<file path="config.mk">
export PLATFORM = sky130hd
export DESIGN_NAME = pccr_core
export DESIGN_NICKNAME = d
export VERILOG_FILES = /design/src/pkg/pccr_pkg.sv /design/src/rtl/pccr_core.sv
export VERILOG_INCLUDE_DIRS = /design/src /design/src/pkg
export SDC_FILE = /design/constraint.sdc
export NUM_CORES = 1
export LEC_CHECK = 0
export BUFFER_PORTS_ARGS = -buffer_cell sky130_fd_sc_hd__buf_4
export CAP_MARGIN = 40
export CORE_ASPECT_RATIO = 0.8
export CORE_MARGIN = 4
export CORE_UTILIZATION = 55
export CTS_CLUSTER_SIZE = 28
export DETAILED_ROUTE_END_ITERATION = 8
export HOLD_SLACK_MARGIN = 0.08
export PLACE_DENSITY = 0.84
export SLEW_MARGIN = 20
export SYNTH_ARGS = -nofsm -noshare
export SYNTH_HDL_FRONTEND = slang
export SYNTH_SLANG_ARGS = --single-unit
</file>
<file path="constraint.sdc">
create_clock -name sys_clk_in -period 3.35 [get_ports sys_clk_in]
set_input_delay 0.67 -clock sys_clk_in [delete_from_list [all_inputs] [get_ports sys_clk_in]]
set_output_delay 0.67 -clock sys_clk_in [all_outputs]
set_load 0.02 [all_outputs]
</file>
<file path="src/pkg/pccr_params.svh">
`ifndef PCCR_PARAMS_SVH
`define PCCR_PARAMS_SVH
// Operation
// - Each register decoded at a fixed word offset, control lowest, input select highest.
// - Flag-set register: ones set matching flags, zeros leave them alone.
// - Flag-clear register: ones clear matching flags, zeros leave them alone.
// - Limit value read-only; software changes it through the limit buffer.
// - Secondary count writable by software and also advanced by hardware.
// - Control register lives in counter domain; writes except the hold bit cross on counter ticks.
// - Two-bit field picks one of four event channels as trigger.
// - Polarity 0 triggers on rising edge, 1 on falling edge.
// - Gate enable blocks counter clock while channel level equals inverse polarity.
// - Compare mode 0 matches when count is at or below limit.
// - Compare mode 1 matches when count is at or above limit.
// - Compare mode 2 matches inside limit lower byte to upper byte.
// - Slow-clock trigger every 1, 2 or 4 cycles for prescale 0..2.
// - Prescale code 3 triggers every eighth slow clock cycle.
// - Trigger mode: 0 off, 1 prescaled slow clock, 2 event edge.
// - Match sets compare flag, event output held until next event; counter cleared.
// - Hold bit resets counter domain; release two counter ticks after clear.

// Register byte offsets
`define PCCR_OFF_CTRL      6'h00
`define PCCR_OFF_CMD       6'h04
`define PCCR_OFF_STATE     6'h08
`define PCCR_OFF_COUNT     6'h0c
`define PCCR_OFF_LIMIT     6'h10
`define PCCR_OFF_LIMIT_BUF 6'h14
`define PCCR_OFF_FLAGS     6'h18
`define PCCR_OFF_FLAG_SET  6'h1c
`define PCCR_OFF_FLAG_CLR  6'h20
`define PCCR_OFF_IEN       6'h24
`define PCCR_OFF_ROUTE     6'h28
`define PCCR_OFF_FREEZE    6'h2c
`define PCCR_OFF_SYNC      6'h30
`define PCCR_OFF_SEC_COUNT 6'h38
`define PCCR_OFF_INPUT     6'h3c

// Control fields and reset values
`define PCCR_CTRL_MASK     32'h7ecccf7f
`define PCCR_CTRL_RESET    32'h00000000
`define PCCR_PLAIN_MASK    32'h0000ffff
`define PCCR_F_SEL_HI      30
`define PCCR_F_SEL_LO      29
`define PCCR_F_POL         28
`define PCCR_F_GATE        27
`define PCCR_F_CMP_HI      26
`define PCCR_F_CMP_LO      25
`define PCCR_F_PRESC_HI    23
`define PCCR_F_PRESC_LO    22
`define PCCR_F_MODE_HI     19
`define PCCR_F_MODE_LO     18
`define PCCR_F_HOLD        5

// Flags, commands, pending bits
`define PCCR_FLAG_MASK     6'h3f
`define PCCR_FLAG_OVF      1
`define PCCR_FLAG_SEC_OVF  4
`define PCCR_FLAG_CMP      5
`define PCCR_CMD_CLEAR     0
`define PCCR_CMD_LOAD      1
`define PCCR_PEND_CTRL     0
`define PCCR_PEND_CMD      1
`define PCCR_PEND_LIMB     2
`define PCCR_PEND_SEC      3
`define PCCR_RELEASE_TICKS 2'h2
`endif

</file>
<file path="src/pkg/pccr_pkg.sv">
package pccr_pkg;
    typedef enum logic [1:0] {
        PCCR_TRIG_OFF   = 2'b00,
        PCCR_TRIG_SLOW  = 2'b01,
        PCCR_TRIG_EVENT = 2'b10,
        PCCR_TRIG_RSVD  = 2'b11
    } pccr_trig_mode_t;

    typedef enum logic [1:0] {
        PCCR_CMP_AT_OR_BELOW = 2'b00,
        PCCR_CMP_AT_OR_ABOVE = 2'b01,
        PCCR_CMP_RANGE       = 2'b10,
        PCCR_CMP_RSVD        = 2'b11
    } pccr_cmp_mode_t;
endpackage

</file>
<file path="src/rtl/pccr_core.sv">
`timescale 1ns/10ps
`include "pccr_params.svh"
module pccr_core
    import pccr_pkg::*;
#(
    parameter int              CNT_W       = 16,
    parameter logic [CNT_W-1:0] LIMIT_RESET = 16'h00ff
) (
    input  wire logic        sys_clk_in,
    input  wire logic        rstn_in,
    input  wire logic [5:0]  addr_in,
    input  wire logic [31:0] wdata_in,
    input  wire logic        wr_in,
    input  wire logic        rd_in,
    output logic      [31:0] rdata_out,
    input  wire logic        slow_tick_in,
    input  wire logic        count_pulse_in,
    input  wire logic [3:0]  event_chan_in,
    output logic             cce_event_out
);

    // ****************************************
    // State
    // ****************************************
    logic [31:0]      ctrl_shadow;
    logic [31:0]      ctrl_act;
    logic [CNT_W-1:0] limit_buf;
    logic [CNT_W-1:0] limit_val;
    logic [CNT_W-1:0] count;
    logic [CNT_W-1:0] sec_count;
    logic [CNT_W-1:0] sec_wdata;
    logic [5:0]       flags;
    logic [5:0]       ien;
    logic [15:0]      route;
    logic [15:0]      insel;
    logic             freeze;
    logic [3:0]       pend;
    logic [1:0]       cmd_stage;
    logic [1:0]       rel_cnt;
    logic [2:0]       presc_cnt;
    logic [3:0]       ev_prev;

    logic [31:0]      next_ctrl_shadow;
    logic [31:0]      next_ctrl_act;
    logic [CNT_W-1:0] next_limit_buf;
    logic [CNT_W-1:0] next_limit_val;
    logic [CNT_W-1:0] next_count;
    logic [CNT_W-1:0] next_sec_count;
    logic [CNT_W-1:0] next_sec_wdata;
    logic [5:0]       next_flags;
    logic [5:0]       next_ien;
    logic [15:0]      next_route;
    logic [15:0]      next_insel;
    logic             next_freeze;
    logic [3:0]       next_pend;
    logic [1:0]       next_cmd_stage;
    logic [1:0]       next_rel_cnt;
    logic [2:0]       next_presc_cnt;
    logic             next_cce_event;
    logic [31:0]      next_rdata;

    // ****************************************
    // Trigger decode
    // ****************************************
    pccr_trig_mode_t  trig_mode;
    pccr_cmp_mode_t   cmp_mode;
    logic [1:0]       chan_sel;
    logic             edge_pol;
    logic             gate_en;
    logic             sel_level;
    logic             gate_block;
    logic             dom_tick;
    logic             dom_rst;
    logic             apply;
    logic [2:0]       presc_mask;
    logic             slow_fire;
    logic             ev_fire;
    logic             cce_fire;
    logic             match;
    logic [3:0]       ch_rise;
    logic [3:0]       ch_fall;
    logic [CNT_W-1:0] range_hi;
    logic [CNT_W-1:0] range_lo;
    logic             hw_ovf;
    logic             hw_sec_ovf;
    logic [5:0]       hw_flags;

    assign trig_mode  = pccr_trig_mode_t'(ctrl_act[`PCCR_F_MODE_HI:`PCCR_F_MODE_LO]);
    assign cmp_mode   = pccr_cmp_mode_t'(ctrl_act[`PCCR_F_CMP_HI:`PCCR_F_CMP_LO]);
    assign chan_sel   = ctrl_act[`PCCR_F_SEL_HI:`PCCR_F_SEL_LO];
    assign edge_pol   = ctrl_act[`PCCR_F_POL];
    assign gate_en    = ctrl_act[`PCCR_F_GATE];
    assign sel_level  = event_chan_in[chan_sel];
    // Gating stops the counter tick, so pending writes wait as well
    assign gate_block = gate_en & (sel_level == ~edge_pol);
    assign dom_tick   = slow_tick_in & ~gate_block;
    // Hold acts at once from the written bit, release waits for ticks
    assign dom_rst    = ctrl_shadow[`PCCR_F_HOLD] | (rel_cnt != 2'h0);
    assign apply      = dom_tick & ~freeze;

    genvar gi;
    generate
        for (gi = 0; gi < 4; gi++) begin : g_edge
            assign ch_rise[gi] = event_chan_in[gi] & ~ev_prev[gi];
            assign ch_fall[gi] = ~event_chan_in[gi] & ev_prev[gi];
        end
    endgenerate

    always_comb begin
        case (ctrl_act[`PCCR_F_PRESC_HI:`PCCR_F_PRESC_LO])
            2'h0: presc_mask = 3'h0;
            2'h1: presc_mask = 3'h1;
            2'h2: presc_mask = 3'h3;
            default: presc_mask = 3'h7;
        endcase
    end

    assign slow_fire = (trig_mode == PCCR_TRIG_SLOW) & dom_tick & ~dom_rst
                       & (presc_cnt == presc_mask);
    assign ev_fire   = (trig_mode == PCCR_TRIG_EVENT) & ~dom_rst
                       & (edge_pol ? ch_fall[chan_sel] : ch_rise[chan_sel]);
    assign cce_fire  = slow_fire | ev_fire;

    assign range_hi = {{(CNT_W-8){1'b0}}, limit_val[15:8]};
    assign range_lo = {{(CNT_W-8){1'b0}}, limit_val[7:0]};

    always_comb begin
        case (cmp_mode)
            PCCR_CMP_AT_OR_BELOW: match = (count <= limit_val);
            PCCR_CMP_AT_OR_ABOVE: match = (count >= limit_val);
            PCCR_CMP_RANGE:       match = (count <= range_hi) & (count >= range_lo);
            default:              match = 1'b0;
        endcase
    end

    // ****************************************
    // Next state
    // ****************************************
    always_comb begin
        next_ctrl_shadow = ctrl_shadow;
        next_ctrl_act    = ctrl_act;
        next_limit_buf   = limit_buf;
        next_limit_val   = limit_val;
        next_count       = count;
        next_sec_count   = sec_count;
        next_sec_wdata   = sec_wdata;
        next_ien         = ien;
        next_route       = route;
        next_insel       = insel;
        next_freeze      = freeze;
        next_pend        = pend;
        next_cmd_stage   = cmd_stage;
        next_rel_cnt     = rel_cnt;
        next_presc_cnt   = presc_cnt;
        next_cce_event   = cce_event_out;
        hw_ovf           = 1'b0;
        hw_sec_ovf       = 1'b0;

        // Applying a pending write clears its bit; a new write re-arms it
        if (apply) begin
            next_pend      = 4'h0;
            next_cmd_stage = 2'h0;
            if (pend[`PCCR_PEND_CTRL]) begin
                next_ctrl_act = ctrl_shadow;
            end
        end

        // Bus writes, decoded at fixed offsets
        if (wr_in) begin
            if (addr_in == `PCCR_OFF_CTRL) begin
                next_ctrl_shadow = wdata_in & `PCCR_CTRL_MASK;
                next_pend[`PCCR_PEND_CTRL] = 1'b1;
            end else if (addr_in == `PCCR_OFF_CMD) begin
                next_cmd_stage = wdata_in[1:0];
                next_pend[`PCCR_PEND_CMD] = 1'b1;
            end else if (addr_in == `PCCR_OFF_LIMIT_BUF) begin
                next_limit_buf = wdata_in[CNT_W-1:0];
                next_pend[`PCCR_PEND_LIMB] = 1'b1;
            end else if (addr_in == `PCCR_OFF_IEN) begin
                next_ien = wdata_in[5:0];
            end else if (addr_in == `PCCR_OFF_ROUTE) begin
                next_route = wdata_in[15:0];
            end else if (addr_in == `PCCR_OFF_FREEZE) begin
                next_freeze = wdata_in[0];
            end else if (addr_in == `PCCR_OFF_SEC_COUNT) begin
                next_sec_wdata = wdata_in[CNT_W-1:0];
                next_pend[`PCCR_PEND_SEC] = 1'b1;
            end else if (addr_in == `PCCR_OFF_INPUT) begin
                next_insel = wdata_in[15:0];
            end
        end

        // Release counter: two counter ticks after the hold bit drops
        if (ctrl_shadow[`PCCR_F_HOLD]) begin
            next_rel_cnt = `PCCR_RELEASE_TICKS;
        end else if (dom_tick && rel_cnt != 2'h0) begin
            next_rel_cnt = rel_cnt - 2'h1;
        end

        if (dom_rst) begin
            next_count     = '0;
            next_sec_count = '0;
            next_limit_val = LIMIT_RESET;
            next_presc_cnt = 3'h0;
            next_cce_event = 1'b0;
        end else begin
            if (trig_mode != PCCR_TRIG_SLOW) begin
                next_presc_cnt = 3'h0;
            end else if (dom_tick) begin
                next_presc_cnt = (presc_cnt == presc_mask) ? 3'h0 : presc_cnt + 3'h1;
            end

            // Compare first, then clear; a count pulse in that cycle is lost
            if (cce_fire) begin
                next_cce_event = match;
                next_count     = '0;
            end else if (apply && pend[`PCCR_PEND_CMD] && cmd_stage[`PCCR_CMD_CLEAR]) begin
                next_count = '0;
            end else if (dom_tick && count_pulse_in) begin
                if (trig_mode != PCCR_TRIG_OFF) begin
                    // With compare-and-clear on, the counter saturates instead of wrapping
                    if (count == {CNT_W{1'b1}}) begin
                        hw_ovf = 1'b1;
                    end else begin
                        next_count = count + CNT_W'(1);
                    end
                end else if (count == limit_val) begin
                    hw_ovf     = 1'b1;
                    next_count = '0;
                end else begin
                    next_count = count + CNT_W'(1);
                end
            end

            if (apply && pend[`PCCR_PEND_SEC]) begin
                next_sec_count = sec_wdata;
            end else if (dom_tick && count_pulse_in) begin
                if (sec_count == limit_val) begin
                    hw_sec_ovf     = 1'b1;
                    next_sec_count = '0;
                end else begin
                    next_sec_count = sec_count + CNT_W'(1);
                end
            end

            if (apply && (pend[`PCCR_PEND_LIMB] ||
                          (pend[`PCCR_PEND_CMD] && cmd_stage[`PCCR_CMD_LOAD]))) begin
                next_limit_val = limit_buf;
            end
        end
    end

    // Hardware set wins over a clear in the same cycle
    always_comb begin
        hw_flags = 6'h00;
        hw_flags[`PCCR_FLAG_OVF]     = hw_ovf;
        hw_flags[`PCCR_FLAG_SEC_OVF] = hw_sec_ovf;
        hw_flags[`PCCR_FLAG_CMP]     = cce_fire & match;
        next_flags = flags;
        if (wr_in && addr_in == `PCCR_OFF_FLAG_CLR) begin
            next_flags = next_flags & ~wdata_in[5:0];
        end
        if (wr_in && addr_in == `PCCR_OFF_FLAG_SET) begin
            next_flags = next_flags | (wdata_in[5:0] & `PCCR_FLAG_MASK);
        end
        next_flags = next_flags | hw_flags;
    end

    // ****************************************
    // Read decode
    // ****************************************
    always_comb begin
        next_rdata = 32'h00000000;
        if (rd_in) begin
            if (addr_in == `PCCR_OFF_CTRL) begin
                next_rdata = ctrl_shadow;
            end else if (addr_in == `PCCR_OFF_STATE) begin
                next_rdata = {31'h00000000, dom_rst};
            end else if (addr_in == `PCCR_OFF_COUNT) begin
                next_rdata = {{(32-CNT_W){1'b0}}, count};
            end else if (addr_in == `PCCR_OFF_LIMIT) begin
                next_rdata = {{(32-CNT_W){1'b0}}, limit_val};
            end else if (addr_in == `PCCR_OFF_LIMIT_BUF) begin
                next_rdata = {{(32-CNT_W){1'b0}}, limit_buf};
            end else if (addr_in == `PCCR_OFF_FLAGS) begin
                next_rdata = {26'h0000000, flags};
            end else if (addr_in == `PCCR_OFF_IEN) begin
                next_rdata = {26'h0000000, ien};
            end else if (addr_in == `PCCR_OFF_ROUTE) begin
                next_rdata = {16'h0000, route};
            end else if (addr_in == `PCCR_OFF_FREEZE) begin
                next_rdata = {31'h00000000, freeze};
            end else if (addr_in == `PCCR_OFF_SYNC) begin
                next_rdata = {28'h0000000, pend};
            end else if (addr_in == `PCCR_OFF_SEC_COUNT) begin
                next_rdata = {{(32-CNT_W){1'b0}}, sec_count};
            end else if (addr_in == `PCCR_OFF_INPUT) begin
                next_rdata = {16'h0000, insel};
            end
        end
    end

    // ****************************************
    // Registers
    // ****************************************
    always_ff @(posedge sys_clk_in or negedge rstn_in) begin
        if (!rstn_in) begin
            ctrl_shadow   <= `PCCR_CTRL_RESET;
            ctrl_act      <= `PCCR_CTRL_RESET;
            limit_buf     <= LIMIT_RESET;
            limit_val     <= LIMIT_RESET;
            count         <= '0;
            sec_count     <= '0;
            sec_wdata     <= '0;
            flags         <= 6'h00;
            ien           <= 6'h00;
            route         <= 16'h0000;
            insel         <= 16'h0000;
            freeze        <= 1'b0;
            pend          <= 4'h0;
            cmd_stage     <= 2'h0;
            rel_cnt       <= 2'h0;
            presc_cnt     <= 3'h0;
            ev_prev       <= 4'h0;
            cce_event_out <= 1'b0;
            rdata_out     <= 32'h00000000;
        end else begin
            ctrl_shadow   <= next_ctrl_shadow;
            ctrl_act      <= next_ctrl_act;
            limit_buf     <= next_limit_buf;
            limit_val     <= next_limit_val;
            count         <= next_count;
            sec_count     <= next_sec_count;
            sec_wdata     <= next_sec_wdata;
            flags         <= next_flags;
            ien           <= next_ien;
            route         <= next_route;
            insel         <= next_insel;
            freeze        <= next_freeze;
            pend          <= next_pend;
            cmd_stage     <= next_cmd_stage;
            rel_cnt       <= next_rel_cnt;
            presc_cnt     <= next_presc_cnt;
            ev_prev       <= event_chan_in;
            cce_event_out <= next_cce_event;
            rdata_out     <= next_rdata;
        end
    end
endmodule

</file>
==> run summary, run 1 <==
After synthesis, flip-flops and latches occupy 49.3% of the total area. The post-route setup TNS came out at 0 ps. Once detailed placement completed, the half-perimeter wirelength came to 19800 um. The global-route wire length before repair came out at 44200 um. The total number of nets in the final design is 1135.

The largest fanout on the critical path is 11. TritonCTS built the clock tree. The critical path arrival came out at 3370 ps.

CTS placed an instance of clkbuf_16 at the clock tree root. The area of the core region came out at 18200 sq um. By area the synthesized netlist is led by dfrtp_1 45%, mux2_2 10%, dfstp_2 4.1%. The signed area change from the synthesized netlist to the final layout is 14.5%. The height of the die is 130 um.

The cell count of the worst reg-to-reg path is 8. The data required time at the worst endpoint is 3660 ps. The post-layout instance area is 11700 sq um. The synthesized design devotes to its leading area cell type 45.2% of total area. The final count of pins violating max slew is 0. The detail-routed via count per cell came out at 6.38. The total inserted antenna cells is 0. The number of setup buffers added after CTS came out at 0. The die boundary width is 160 um. The worst-case IR drop observed on VDD is 0.000370 V. The worst clock skew on the final layout is 10.6 ps. The number of iterations in the first detailed-routing pass came out at 5. The minimum setup slack after placement came out at 168 ps.

The standard cell area after detailed placement came out at 11000 sq um. The number of synthesized flops with an enable pin is 0. The global-route congestion overflow total is 0. The clock input transition at the sequential cells of the worst setup and hold paths is 80 ps. The number of design rule violations left after detail routing is 0. Timing would allow up to 327 MHz. The number of vias in the routed layout is 8307. The total CTS buffers came out at 17.

The run finished with clean final reports. The class of the most critical setup path is flop to flop. A synthesized cell averages 10.3 sq um. The overall fraction of global-route tracks in use is 27.0%. For this configuration, the core starts out at a cell density of 56.1%. The synthesized design spends more area on one cell type than any other, namely dfrtp_1. The largest buffer count on any clock path is 2. The unique cell type count in the Yosys netlist is 64.

The detailed-route wire length came out at 27400 um. The remaining antenna violation count after routing came out at 0. The number of gates given a new drive strength after cts came out at 0.

Counting flops and latches in the post-synthesis netlist gives 200. The smallest clock period supported by the final layout is computed as 3060 ps. The I/O pin count is 81. The count of buffers added on input and output ports is 68. The cell area that synthesis handed to floorplanning was 10200 sq um. The clock tree synthesis step divided the H-tree into 4 levels.

The number of sinks driven by the clock tree came out at 200. Dividing the final minimum period by the clock period gives 91.3%. In this run the power density over the cells is 498 nW/um^2. The smallest setup slack after layout came out at 293 ps.

The number of antenna violations at the first check in global routing is 0. The largest net degree at the start of global routing came out at 87. The floorplan row count is 44. The design draws 5810 uW. The static leakage is 0.00534 uW. The kind of end point of the critical path is a flop.

The final count of hold timing violations came out at 0. Setup repair after global routing left no endpoint under its margin. The minimum setup slack among reg-to-reg paths is 290 ps. Setup violations remaining at the end of the flow were counted as 0.

At the pin with the least slew margin, the transition time is 848 ps. The async set-reset flop share out of synthesis is 100%. The final routed wire length divided by cell count came out at 21.1 um. The die covers 20800 sq um.

The number of buffers added to fix hold violations after cts is 0. The tightest min-delay check is of the input pin to async pin type. The worst setup path is launched from a flop. The clock latency on the worst-skew pair came out at 440 ps.

The last weighted congestion value of the routability-driven placer came out at 0.911. Headroom to the max-slew limit came out at 43.3%. The synthesized instance count is 990. The share of post-route cells with drive strength above 1 came out at 23.9%. The count of synthesis-stage warnings from yosys came out at 0. Among all flip-flop cells after synthesis, the most frequent one is dfrtp_1. The max-capacitance violation count came out at 0. Hold is met by 247 ps. The number of DRC markers in iteration 0 came out at 819. The number of global-route vias before repair is 8116.
==> worst paths after layout <==
check                                      start              end
worst min-delay path                     rstn_in  ctrl_shadow[27]
worst max-delay path                ctrl_act[29]         count[2]
worst max register to register      ctrl_act[29]         count[2]
max in group asynchronous                rstn_in     limit_val[2]
min in group sys_clk_in         event_chan_in[1]       ev_prev[1]
worst min register to register   ctrl_shadow[14]    rdata_out[14]
==> metrics by stage <==
step | util (%) | cells
2_1_floorplan | - | 995
3_3_place_gp | 60.8 | 1269
3_5_place_dp | 60.8 | 1270
4_1_cts | 64.2 | 1302
5_1_grt | 64.2 | 1302
6_report | 64.2 | 1302
==> power by group <==
part	internal, uW	switching [uW]
Clock	1100	1020
Combinational	378	517
Sequential	2630	174
Total	4110	1710
==> critical path: stages (launching register included) <==
cell and delay (ps):
dfrtp_1 550, mux4_2 560, xnor2_1 230, o21ai_1 140, o32ai_2 730, a211oi_2 190, buf_4 230, o21ai_0 200
o31ai_1 100
==> logic make-up (layout without fill, tap and decap cells) <==
logic type                 after synthesis  in the layout  share of synthesized area, %
AOI/OAI and AO/OA                      241            241                          15.5
xor gates and xnor gates                19             19                          1.63
adders and majority gates               28             28                          3.44
buffers and inverters                   99            176                          4.05
DFF                                    200            200                          49.3
muxes                                   97             97                          10.9
other                                    1              6                        0.0368
and+or+nand+nor                        305            305                          15.2
==> registers in the layout, indices dropped and copies added, names as in the netlist, named ones only <==
name and flops:
pend 4, insel 16, flags 3, ev_prev 4
ien 6, ctrl_act 10, limit_buf 16, sec_wdata 16
freeze 1, sec_count 16, rdata_out 26, presc_cnt 3
count 16, route 16, rel_cnt 2, cce_event_out 1
limit_val 16, cmd_stage 2, ctrl_shadow 23
==> cell usage after synthesis (all sizes together), types with 10 or more instances <==
| library cell | n |
|---|---|
| dfrtp | 184 |
| nand2 | 107 |
| mux2 | 91 |
| o21ai | 70 |
| a21oi | 55 |
| clkbuf | 49 |
| inv | 39 |
| nor2 | 39 |
| ha | 28 |
| nand3 | 28 |
| a22oi | 20 |
| and2 | 18 |
| nor3 | 18 |
| xnor2 | 18 |
| a22o | 16 |
| dfstp | 16 |
| nand4 | 16 |
| and3 | 13 |
| a221oi | 12 |
| buf | 11 |
| or3 | 11 |
| nor4 | 10 |
==> routing by layer <==
metal | track usage, % | routed length, um
met1 | 38.8 | 11800
met2 | 40.9 | 12300
met3 | 7.67 | 2860
met4 | 7.44 | 512
met5 | 0 | 0
==> layout by cell type (no fill, tap or decap), types with 17 or more instances in the layout <==
cell       netlist  routed
clkbuf_16        0      17
nor2_1          39      39
ha_1            28      28
inv_1           39      39
dfrtp_1        184     184
nand2_1        107     107
mux2_2          91      91
buf_4            6     103
xnor2_1         18      18
a21oi_1         55      55
a22oi_1         20      20
nor3_1          18      18
nand3_1         28      28
o21ai_0         69      69
==> layout make-up <==
cell class	instances	area [sq um]
fillers	1384	6510
flip-flops and latches	200	5020
multi-input cells	696	4780
repair buffers	105	807
clock buffers	18	439
well taps	230	288
clock inverters	14	175
inverters	39	146
(Power assumes the default switching activity.)
==> run 2: changes to the inputs <==
--- a/config.mk
+++ b/config.mk
@@ -8,13 +8,15 @@
 export LEC_CHECK = 0
 export BUFFER_PORTS_ARGS = -buffer_cell sky130_fd_sc_hd__buf_4
 export CAP_MARGIN = 40
+export CELL_PAD_IN_SITES_DETAIL_PLACEMENT = 1
+export CELL_PAD_IN_SITES_GLOBAL_PLACEMENT = 2
 export CORE_ASPECT_RATIO = 0.8
 export CORE_MARGIN = 4
-export CORE_UTILIZATION = 55
+export CORE_UTILIZATION = 39
 export CTS_CLUSTER_SIZE = 28
 export DETAILED_ROUTE_END_ITERATION = 8
 export HOLD_SLACK_MARGIN = 0.08
-export PLACE_DENSITY = 0.84
+export PLACE_DENSITY = 0.9
 export SLEW_MARGIN = 20
 export SYNTH_ARGS = -nofsm -noshare
 export SYNTH_HDL_FRONTEND = slang
==> run summary, run 2 (synthesis results as in run 1) <==
The flow ran to the end, and the final reports show no timing, DRC or antenna violations. The area of the core region was 25500 sq um (+40%). The final routed wire length divided by cell count is 23.1 um (+9.4%).

The combinational power share is 16.3% (+0.9 points). The smallest setup slack after layout is 307 ps (+13.6 ps). The die boundary width is 189 um (+18%).

The final count of hold timing violations is 0 (unchanged). The height of the die is 153 um (+18%). The number of design rule violations left after detail routing was 0 (unchanged). The root buffer cell chosen for the clock tree is clkbuf_16. The worst register-to-register path ends at count[15].

The worst slew margin relative to its limit came to 49.2% (+5.9 points). The largest fanout on the critical path came out at 9 (-2). The utilization of the core after routing came out at 46.7% (-17 points). The critical path arrival is 3440 ps (+70 ps). The minimum setup slack after placement is 190 ps (+22.4 ps). In the final layout, the registers with the most flip-flops are rdata_out x26, ctrl_shadow x23. The number of buffers added to fix hold violations after cts came to 0 (unchanged). The final period utilization came out at 90.8% (-0.41 points). The global-route congestion overflow total was 0 (unchanged). The fraction of power consumed by sequential logic is 47.6% (-0.7 points).

The area of the multi-input gates came to 4780 sq um (unchanged). By instance count, the cell type seen most on the critical path is or4_1. The class of the worst hold path is input pin to async pin. TritonCTS built the clock tree.

The final count of pins violating max slew came out at 0 (unchanged). The number of DRC markers in iteration 0 came out at 596 (-27%). The largest buffer count on any clock path is 2 (unchanged).

The last weighted congestion value of the routability-driven placer is 0.839 (-7.9%). Among all stages on the critical path, the largest delay is contributed by or4_1. Setup repair after global routing left no endpoint under its margin. The kind of end point of the critical path is a flop. The count of fill cells added during filler insertion is 2850 (+110%). The worst hold-check slack came out at 278 ps (+31.4 ps). The startpoint identified for the worst register-to-register timing path is ctrl_act[29]. The static leakage is 0.00540 uW (+1.2%).

The clock power share is 36.0% (-0.3 points). The area occupied by registers came to 5020 sq um (unchanged). The total number of H-tree levels was 4 (unchanged).

The biggest cell delay along the critical path came out at 610 ps (-120 ps). The overall fraction of global-route tracks in use is 23.2% (-3.9 points). The number of flip-flops in the largest register is 26 (unchanged). The clock latency on the worst-skew pair was 460 ps (+20 ps). The detail-routed via count per cell is 5.86 (-8.2%). The share of post-route cells with drive strength above 1 came to 24.4% (+0.57 points). The class of the most critical setup path is flop to flop. The cell count of the worst reg-to-reg path is 7 (-1).

The total CTS buffers came to 17 (unchanged). The data required time at the worst endpoint came out at 3740 ps (+80 ps). The ratio of total power to cell area is 493 nW/um^2 (-1.1%). The time the final worst path needs with I/O delays and setup came out at 3040 ps (-13.6 ps). The number of sinks driven by the clock tree came out at 200 (unchanged). The switching power came out at 1730 uW (+1.3%). The full die area is 28800 sq um (+39%). The max-capacitance violation count is 0 (unchanged).

Leaving out fill and tap cells, the most frequent cell in the layout is dfrtp_1. The half-perimeter wire length after placement came to 23900 um (+20%). STA classifies the critical path startpoint as a flop. The global-route wire length before repair was 52000 um (+18%).

The post-route setup TNS came out at 0 ps (unchanged). The number of gates given a new drive strength after cts is 0 (unchanged). The remaining antenna violation count after routing was 0 (unchanged). The register with the most flip-flops in the final layout is rdata_out. The number of setup buffers added after CTS came to 0 (unchanged).

The total inserted antenna cells came out at 0 (unchanged). The signed area change from the synthesized netlist to the final layout is 16.9%. The total number of nets in the final design came out at 1147 (+1.1%). The timing-limited maximum frequency is 329 MHz (+0.45%). The number of antenna violations at the first check in global routing is 0 (unchanged). The I/O pin count is 81 (unchanged). The minimum setup slack among reg-to-reg paths came to 310 ps (about the same).

The clock input transition at the sequential cells of the worst setup and hold paths was 80 ps (about the same). The number of iterations in the first detailed-routing pass came out at 7 (+2). The count of endpoints failing setup in the final report is 0 (unchanged). The internal portion of total power is 4140 uW (+0.82%).

The number of vias in the routed layout came to 8405 (+1.2%). Traced cell by cell, the critical path runs through mux2i_4 -> mux2i_1 -> or4_1 -> a2111o_1 -> or2_1 -> or4_1 -> nand2_1. The detailed-route wire length is 33100 um (+21%). The initial core utilization came out at 39.9% (-16 points).

The floorplan row count is 52 (+18%). The number of I/O port buffers came to 68 (unchanged). The number of global-route vias before repair is 8748 (+7.8%).

The most critical setup path has its startpoint at ctrl_act[29]. The switching share of total power is 29.5% (+0.10 points). The transition time at the pin with the least slew margin is 762 ps (-85.9 ps). The worst clock skew on the final layout was 15.5 ps (+4.94 ps).

The peak supply drop was 0.000382 V (+3.2%). The largest net degree at the start of global routing came out at 85 (-2.3%). The top cell types in the final layout, fill and taps aside, are 184 x dfrtp_1, 110 x buf_4, 107 x nand2_1, 91 x mux2_2, 69 x o21ai_0.
==> run 2: cell count changes in the layout (fill, tap and decap cells not counted), sizes merged <==
cell    change
buf        +12
inv         -3
clkbuf      +2
bufinv      +1
==> run 2: worst max path at each step <==
stage / endpoint / slack [ps]
floorplan: sec_wdata[11] / 490
global placement: count[12] / 70
detailed placement: count[14] / 190
CTS: count[15] / 310
global route: count[10] / 190
finish: count[15] / 310
==> run 2: stage by stage <==
step	instance area, sq um	cells	power (uW)
finish	11900	1435	5870
global route	11900	1435	6110
CTS	11900	1433	5890
detailed placement	11300	1401	3770
global placement	11300	1400	3720
floorplan	10200	995	3350
==> run 2: layout make-up <==
class | count | share of cell area, %
sequential | 200 | 42.2
multi-input combinational | 696 | 40.1
timing repair buffer | 117 | 7.90
tap | 351 | 3.69
clock buffer | 20 | 3.67
inverter | 39 | 1.23
clock inverter | 12 | 1.19
==> run 2: critical path, delay by kind of cell (launching register included) <==
family	cells	cell delay, ps
mux	2	450
flops	1	550
simple gates	4	1580
compound gates	1	410
==> run 2: power by group through the flow <==
stage / Clock, uW / Combinational, uW / Sequential [uW]
2_1_floorplan: 0 / 568 / 2780
5_1_grt: 2240 / 1060 / 2820
4_1_cts: 2150 / 953 / 2790
6_report: 2110 / 958 / 2790
3_3_place_gp: 0 / 900 / 2820
3_5_place_dp: 0 / 937 / 2830
==> run 2: routing by layer <==
metal	share of wire (%)	GRT usage, %	up-vias
met3	5.0	3.53	31
met2	47	37.3	270
li1	-	-	3762
met1	47	33.4	4342
met4	1.2	4.99	0
met5	0	0	-
==> run 3: changes to the inputs <==
--- a/config.mk
+++ b/config.mk
@@ -6,17 +6,18 @@
 export SDC_FILE = /design/constraint.sdc
 export NUM_CORES = 1
 export LEC_CHECK = 0
+export ABC_AREA = 1
 export BUFFER_PORTS_ARGS = -buffer_cell sky130_fd_sc_hd__buf_4
 export CAP_MARGIN = 40
 export CELL_PAD_IN_SITES_DETAIL_PLACEMENT = 1
 export CELL_PAD_IN_SITES_GLOBAL_PLACEMENT = 2
 export CORE_ASPECT_RATIO = 0.8
 export CORE_MARGIN = 4
-export CORE_UTILIZATION = 39
+export CORE_UTILIZATION = 36
 export CTS_CLUSTER_SIZE = 28
 export DETAILED_ROUTE_END_ITERATION = 8
 export HOLD_SLACK_MARGIN = 0.08
-export PLACE_DENSITY = 0.9
+export PLACE_DENSITY = 0.91
 export SLEW_MARGIN = 20
 export SYNTH_ARGS = -nofsm -noshare
 export SYNTH_HDL_FRONTEND = slang
==> run summary, run 3 <==
The run finished with clean final reports. The mux share of post-synthesis cell area came out at 0.926% (-10 points). The number of I/O port buffers is 68 (unchanged). The worst setup path is launched from a flop. The number of vias in the routed layout is 9773 (+16%). The clock power share is 33.5% (-2.5 points). The final count of pins violating max slew was 0 (unchanged). The data required time at the worst endpoint came to 3690 ps (-50 ps).

The kind of end point of the critical path is a flop. In the layout the commonest cells are 409 x nand2_1, 184 x dfrtp_1, 134 x o21ai_0, 120 x inv_1, 95 x nor2_1. The number of design rule violations left after detail routing is 0 (unchanged). The unique cell type count in the Yosys netlist came out at 45 (-30%). Ranked by instance count, the synthesized netlist is headed by 409 x nand2_1, 184 x dfrtp_1, 134 x o21ai_0. The clock input transition at the sequential cells of the worst setup and hold paths came out at 80 ps (about the same).

The last weighted congestion value of the routability-driven placer is 0.877 (+4.5%). The biggest cell delay along the critical path came out at 440 ps (-170 ps). The total inserted antenna cells is 0 (unchanged).

The most critical setup path has its startpoint at rel_cnt[0]. The full die area came to 33300 sq um (+16%). The clock latency on the worst-skew pair is 450 ps (about the same). The I/O pin count came out at 81 (unchanged). The compound-gate portion of the synthesized area is 12.4% (-3.1 points).

The global-route congestion overflow total is 0 (unchanged). The height of the die came out at 164 um (+7.5%). The worst register-to-register path begins at rel_cnt[0]. Among all stages on the critical path, the largest delay is contributed by nor2_8.

The number of sinks driven by the clock tree is 200 (unchanged). By area the synthesized netlist is led by dfrtp_1 42%, nand2_1 14%, o21ai_0 6.1%. The detail-routed via count per cell was 5.27 (-10%).

The synthesized-area fraction occupied by adder cells came out at 3.20% (-0.24 points). In this design, the critical path's most frequently occurring cell is inv_1. The final routed wire length divided by cell count is 19.4 um (-16%). Summed over all instances, the cell type with the most area after synthesis is dfrtp_1. The total number of nets in the final design came out at 1511 (+32%). The peak supply drop came out at 0.000347 V (-9.2%). The largest net degree at the start of global routing came out at 81 (-4.7%).

The area of the core region was 29600 sq um (+16%). The worst slew margin relative to its limit came out at 52.4% (+3.2 points). The final period utilization came to 74.0% (-17 points). The async set-reset flop share out of synthesis came out at 100% (unchanged). The count of endpoints failing setup in the final report was 0 (unchanged). The share of post-route cells with drive strength above 1 came out at 13.5% (-11 points).

The global-route wire length before repair is 57000 um (+9.6%). The synthesized instance count is 1383 (+40%). The overall fraction of global-route tracks in use came out at 22.0% (-1.1 points).

The clock root buffer master is clkbuf_16. The count of fill cells added during filler insertion is 3603 (+26%). The fraction of synthesized cell area taken by the top area cell type came to 42.0% (-3.2 points). The number of synthesized flops with an enable pin came out at 0 (unchanged). The summed instance area of the synthesized netlist is 11000 sq um (+7.5%).

The signal on the critical path passes through inv_1 -> ha_1 -> inv_1 -> nor2_2 -> inv_1 -> nor2_1 -> nand4_1 -> nand2_2 -> nor2_8 -> nand2_4 -> nand2_1 -> nand2_1. Leaving out fill and tap cells, the most frequent cell in the layout is nand2_1. The detailed-route wire length is 36000 um (+8.8%). The number of placed instances with taps included came to 1822 (+30%). In the synthesized netlist the dominant register cell turns out to be dfrtp_1.

The die boundary width came out at 203 um (+7.6%). The number of flip-flops in the largest register is 26 (unchanged). The half-perimeter wire length after placement is 25900 um (+8.7%). The critical path in this run is classified as flop to flop. The final count of hold timing violations is 0 (unchanged). The static leakage is 0.00607 uW (+12%). The min-delay analysis places its worst path in the category input pin to async pin. The sequential fraction of the synthesis area came out at 45.9% (-3.4 points).

The signed area change from the synthesized netlist to the final layout is 13.4%. The largest registers in the layout are rdata_out x26, ctrl_shadow x23. The combinational power share came out at 19.8% (+3.5 points). The count of synthesis-stage warnings from yosys is 0 (unchanged). The total CTS buffers came out at 17 (unchanged). The average cell area after synthesis came to 7.92 sq um (-23%).

The number of setup buffers added after CTS is 0 (unchanged). The fraction of power consumed by sequential logic is 46.7% (-0.9 points). The critical path arrival came out at 2820 ps (-620 ps). The time the final worst path needs with I/O delays and setup came out at 2480 ps (-564 ps). The number of global-route vias before repair is 9997 (+14%).

The floorplan row count is 56 (+7.7%). The transition time at the pin with the least slew margin is 714 ps (-48.4 ps). The fraction of synthesized cell area in xor and xnor cells is 2.40% (+0.77 points).

The number of DRC markers in iteration 0 came out at 589 (-1.2%). The timing-limited maximum frequency was 403 MHz (+23%). The final non-filler cell total is 1853 (+29%). The post-route setup TNS is 0 ps (unchanged).

The internal portion of total power came out at 4210 uW (+1.8%). The largest fanout on the critical path is 25 (+16). The number of gates given a new drive strength after cts came out at 0 (unchanged).

The share of synthesized cell area in and, or, nand and nor gates was 27.4% (+12 points). The largest buffer count on any clock path is 2 (unchanged). The switching power is 2010 uW (+16%). The total number of H-tree levels is 4 (unchanged). The number of antenna violations at the first check in global routing is 1 (+1).

Setup repair after global routing left no endpoint under its margin. The worst clock skew on the final layout was 12.8 ps (-2.68 ps). The register bit count reported by yosys is 200 (unchanged).

The switching share of total power came to 32.3% (+2.8 points). The number of iterations in the first detailed-routing pass is 5 (-2). TritonCTS built the clock tree. By area, the combinational part of the netlist is dominated by simple AND/OR/NAND/NOR gates. The max-capacitance violation count is 0 (unchanged).

By instance count, the leading cell after synthesis is nand2_1. The remaining antenna violation count after routing is 0 (unchanged). The initial core utilization came out at 36.9% (-3.0 points). The number of buffers added to fix hold violations after cts is 0 (unchanged). rdata_out holds more flip-flops than any other register. The ratio of total power to cell area was 501 nW/um^2 (+1.7%).
[run 3: changes by cell type in the layout (fill, tap and decap cells not counted), sizes merged, moves of 18 or more]
cell / previous run / this run
nand2: 107 / 416
a22oi: 20 / 0
nand4: 16 / 43
mux2: 91 / 9
nand3: 28 / 80
and2: 18 / 0
inv: 43 / 127
xor2: 1 / 27
buf: 116 / 93
nor2: 39 / 107
o21ai: 70 / 164
[run 3: layer usage]
layer  vias up  global-route usage [%]  part of all wire [%]
met5         -                       0                     0
met4         0                    5.09                   1.4
met3        34                    4.34                   5.6
met2       210                    34.6                    44
met1      4922                    31.7                    49
li1       4607                       -                     -
[run 3: logic make-up after synthesis]
kind of cell,Yosys count
simple gates,675
compound gates,248
flops,200
buf+inv,192
xor+xnor,30
fa+ha+maj,28
mux,9
other cells,1
[run 3: final cells by class]
type,instances,area (sq um),area share (%)
multi-input cells,996,5090,40.9
flip-flops and latches,200,5020,40.5
repair buffers,94,737,5.93
well taps,406,508,4.09
clock buffers,23,498,4.01
inverters,126,480,3.87
clock inverters,8,86.3,0.695
[run 3: through the flow]
step	total power (uW)	hold slack (ps)	utilization, %	setup WS [ps]	instance area (sq um)
6_report	6220	273	41.9	871	12400
5_1_grt	6560	314	41.9	637	12400
4_1_cts	6270	290	41.9	843	12400
3_5_place_dp	4160	468	39.9	626	11800
3_3_place_gp	4100	460	39.9	711	11800
2_1_floorplan	3730	374	-	1400	11000
[run 3: worst max-delay path: cells and delay by family, from the launching register on]
kind	cells	cell delay [ps]
adders and majority gates	1	200
and+or+nand+nor	8	1340
DFF	1	330
buffers and inverters	3	470
[run 3: worst paths after layout]
path | slack (ps) | end | depth (start not counted)
worst min register to register | 490 | sec_wdata[1] | 2
worst max-delay path | 870 | count[6] | 12
worst min-delay path | 270 | insel[3] | 1
worst max register to register | 870 | count[6] | 12
min in group sys_clk_in | 330 | ev_prev[3] | 1
max in group asynchronous | 2270 | limit_buf[4] | 2
[run 3: power by group through the flow]
stage / sequential [uW] / clock (uW) / combinational [uW]
3_5_place_dp: 2940 / 0 / 1220
6_report: 2910 / 2090 / 1230
4_1_cts: 2900 / 2140 / 1230
2_1_floorplan: 2890 / 0 / 832
5_1_grt: 2940 / 2240 / 1380
3_3_place_gp: 2930 / 0 / 1170
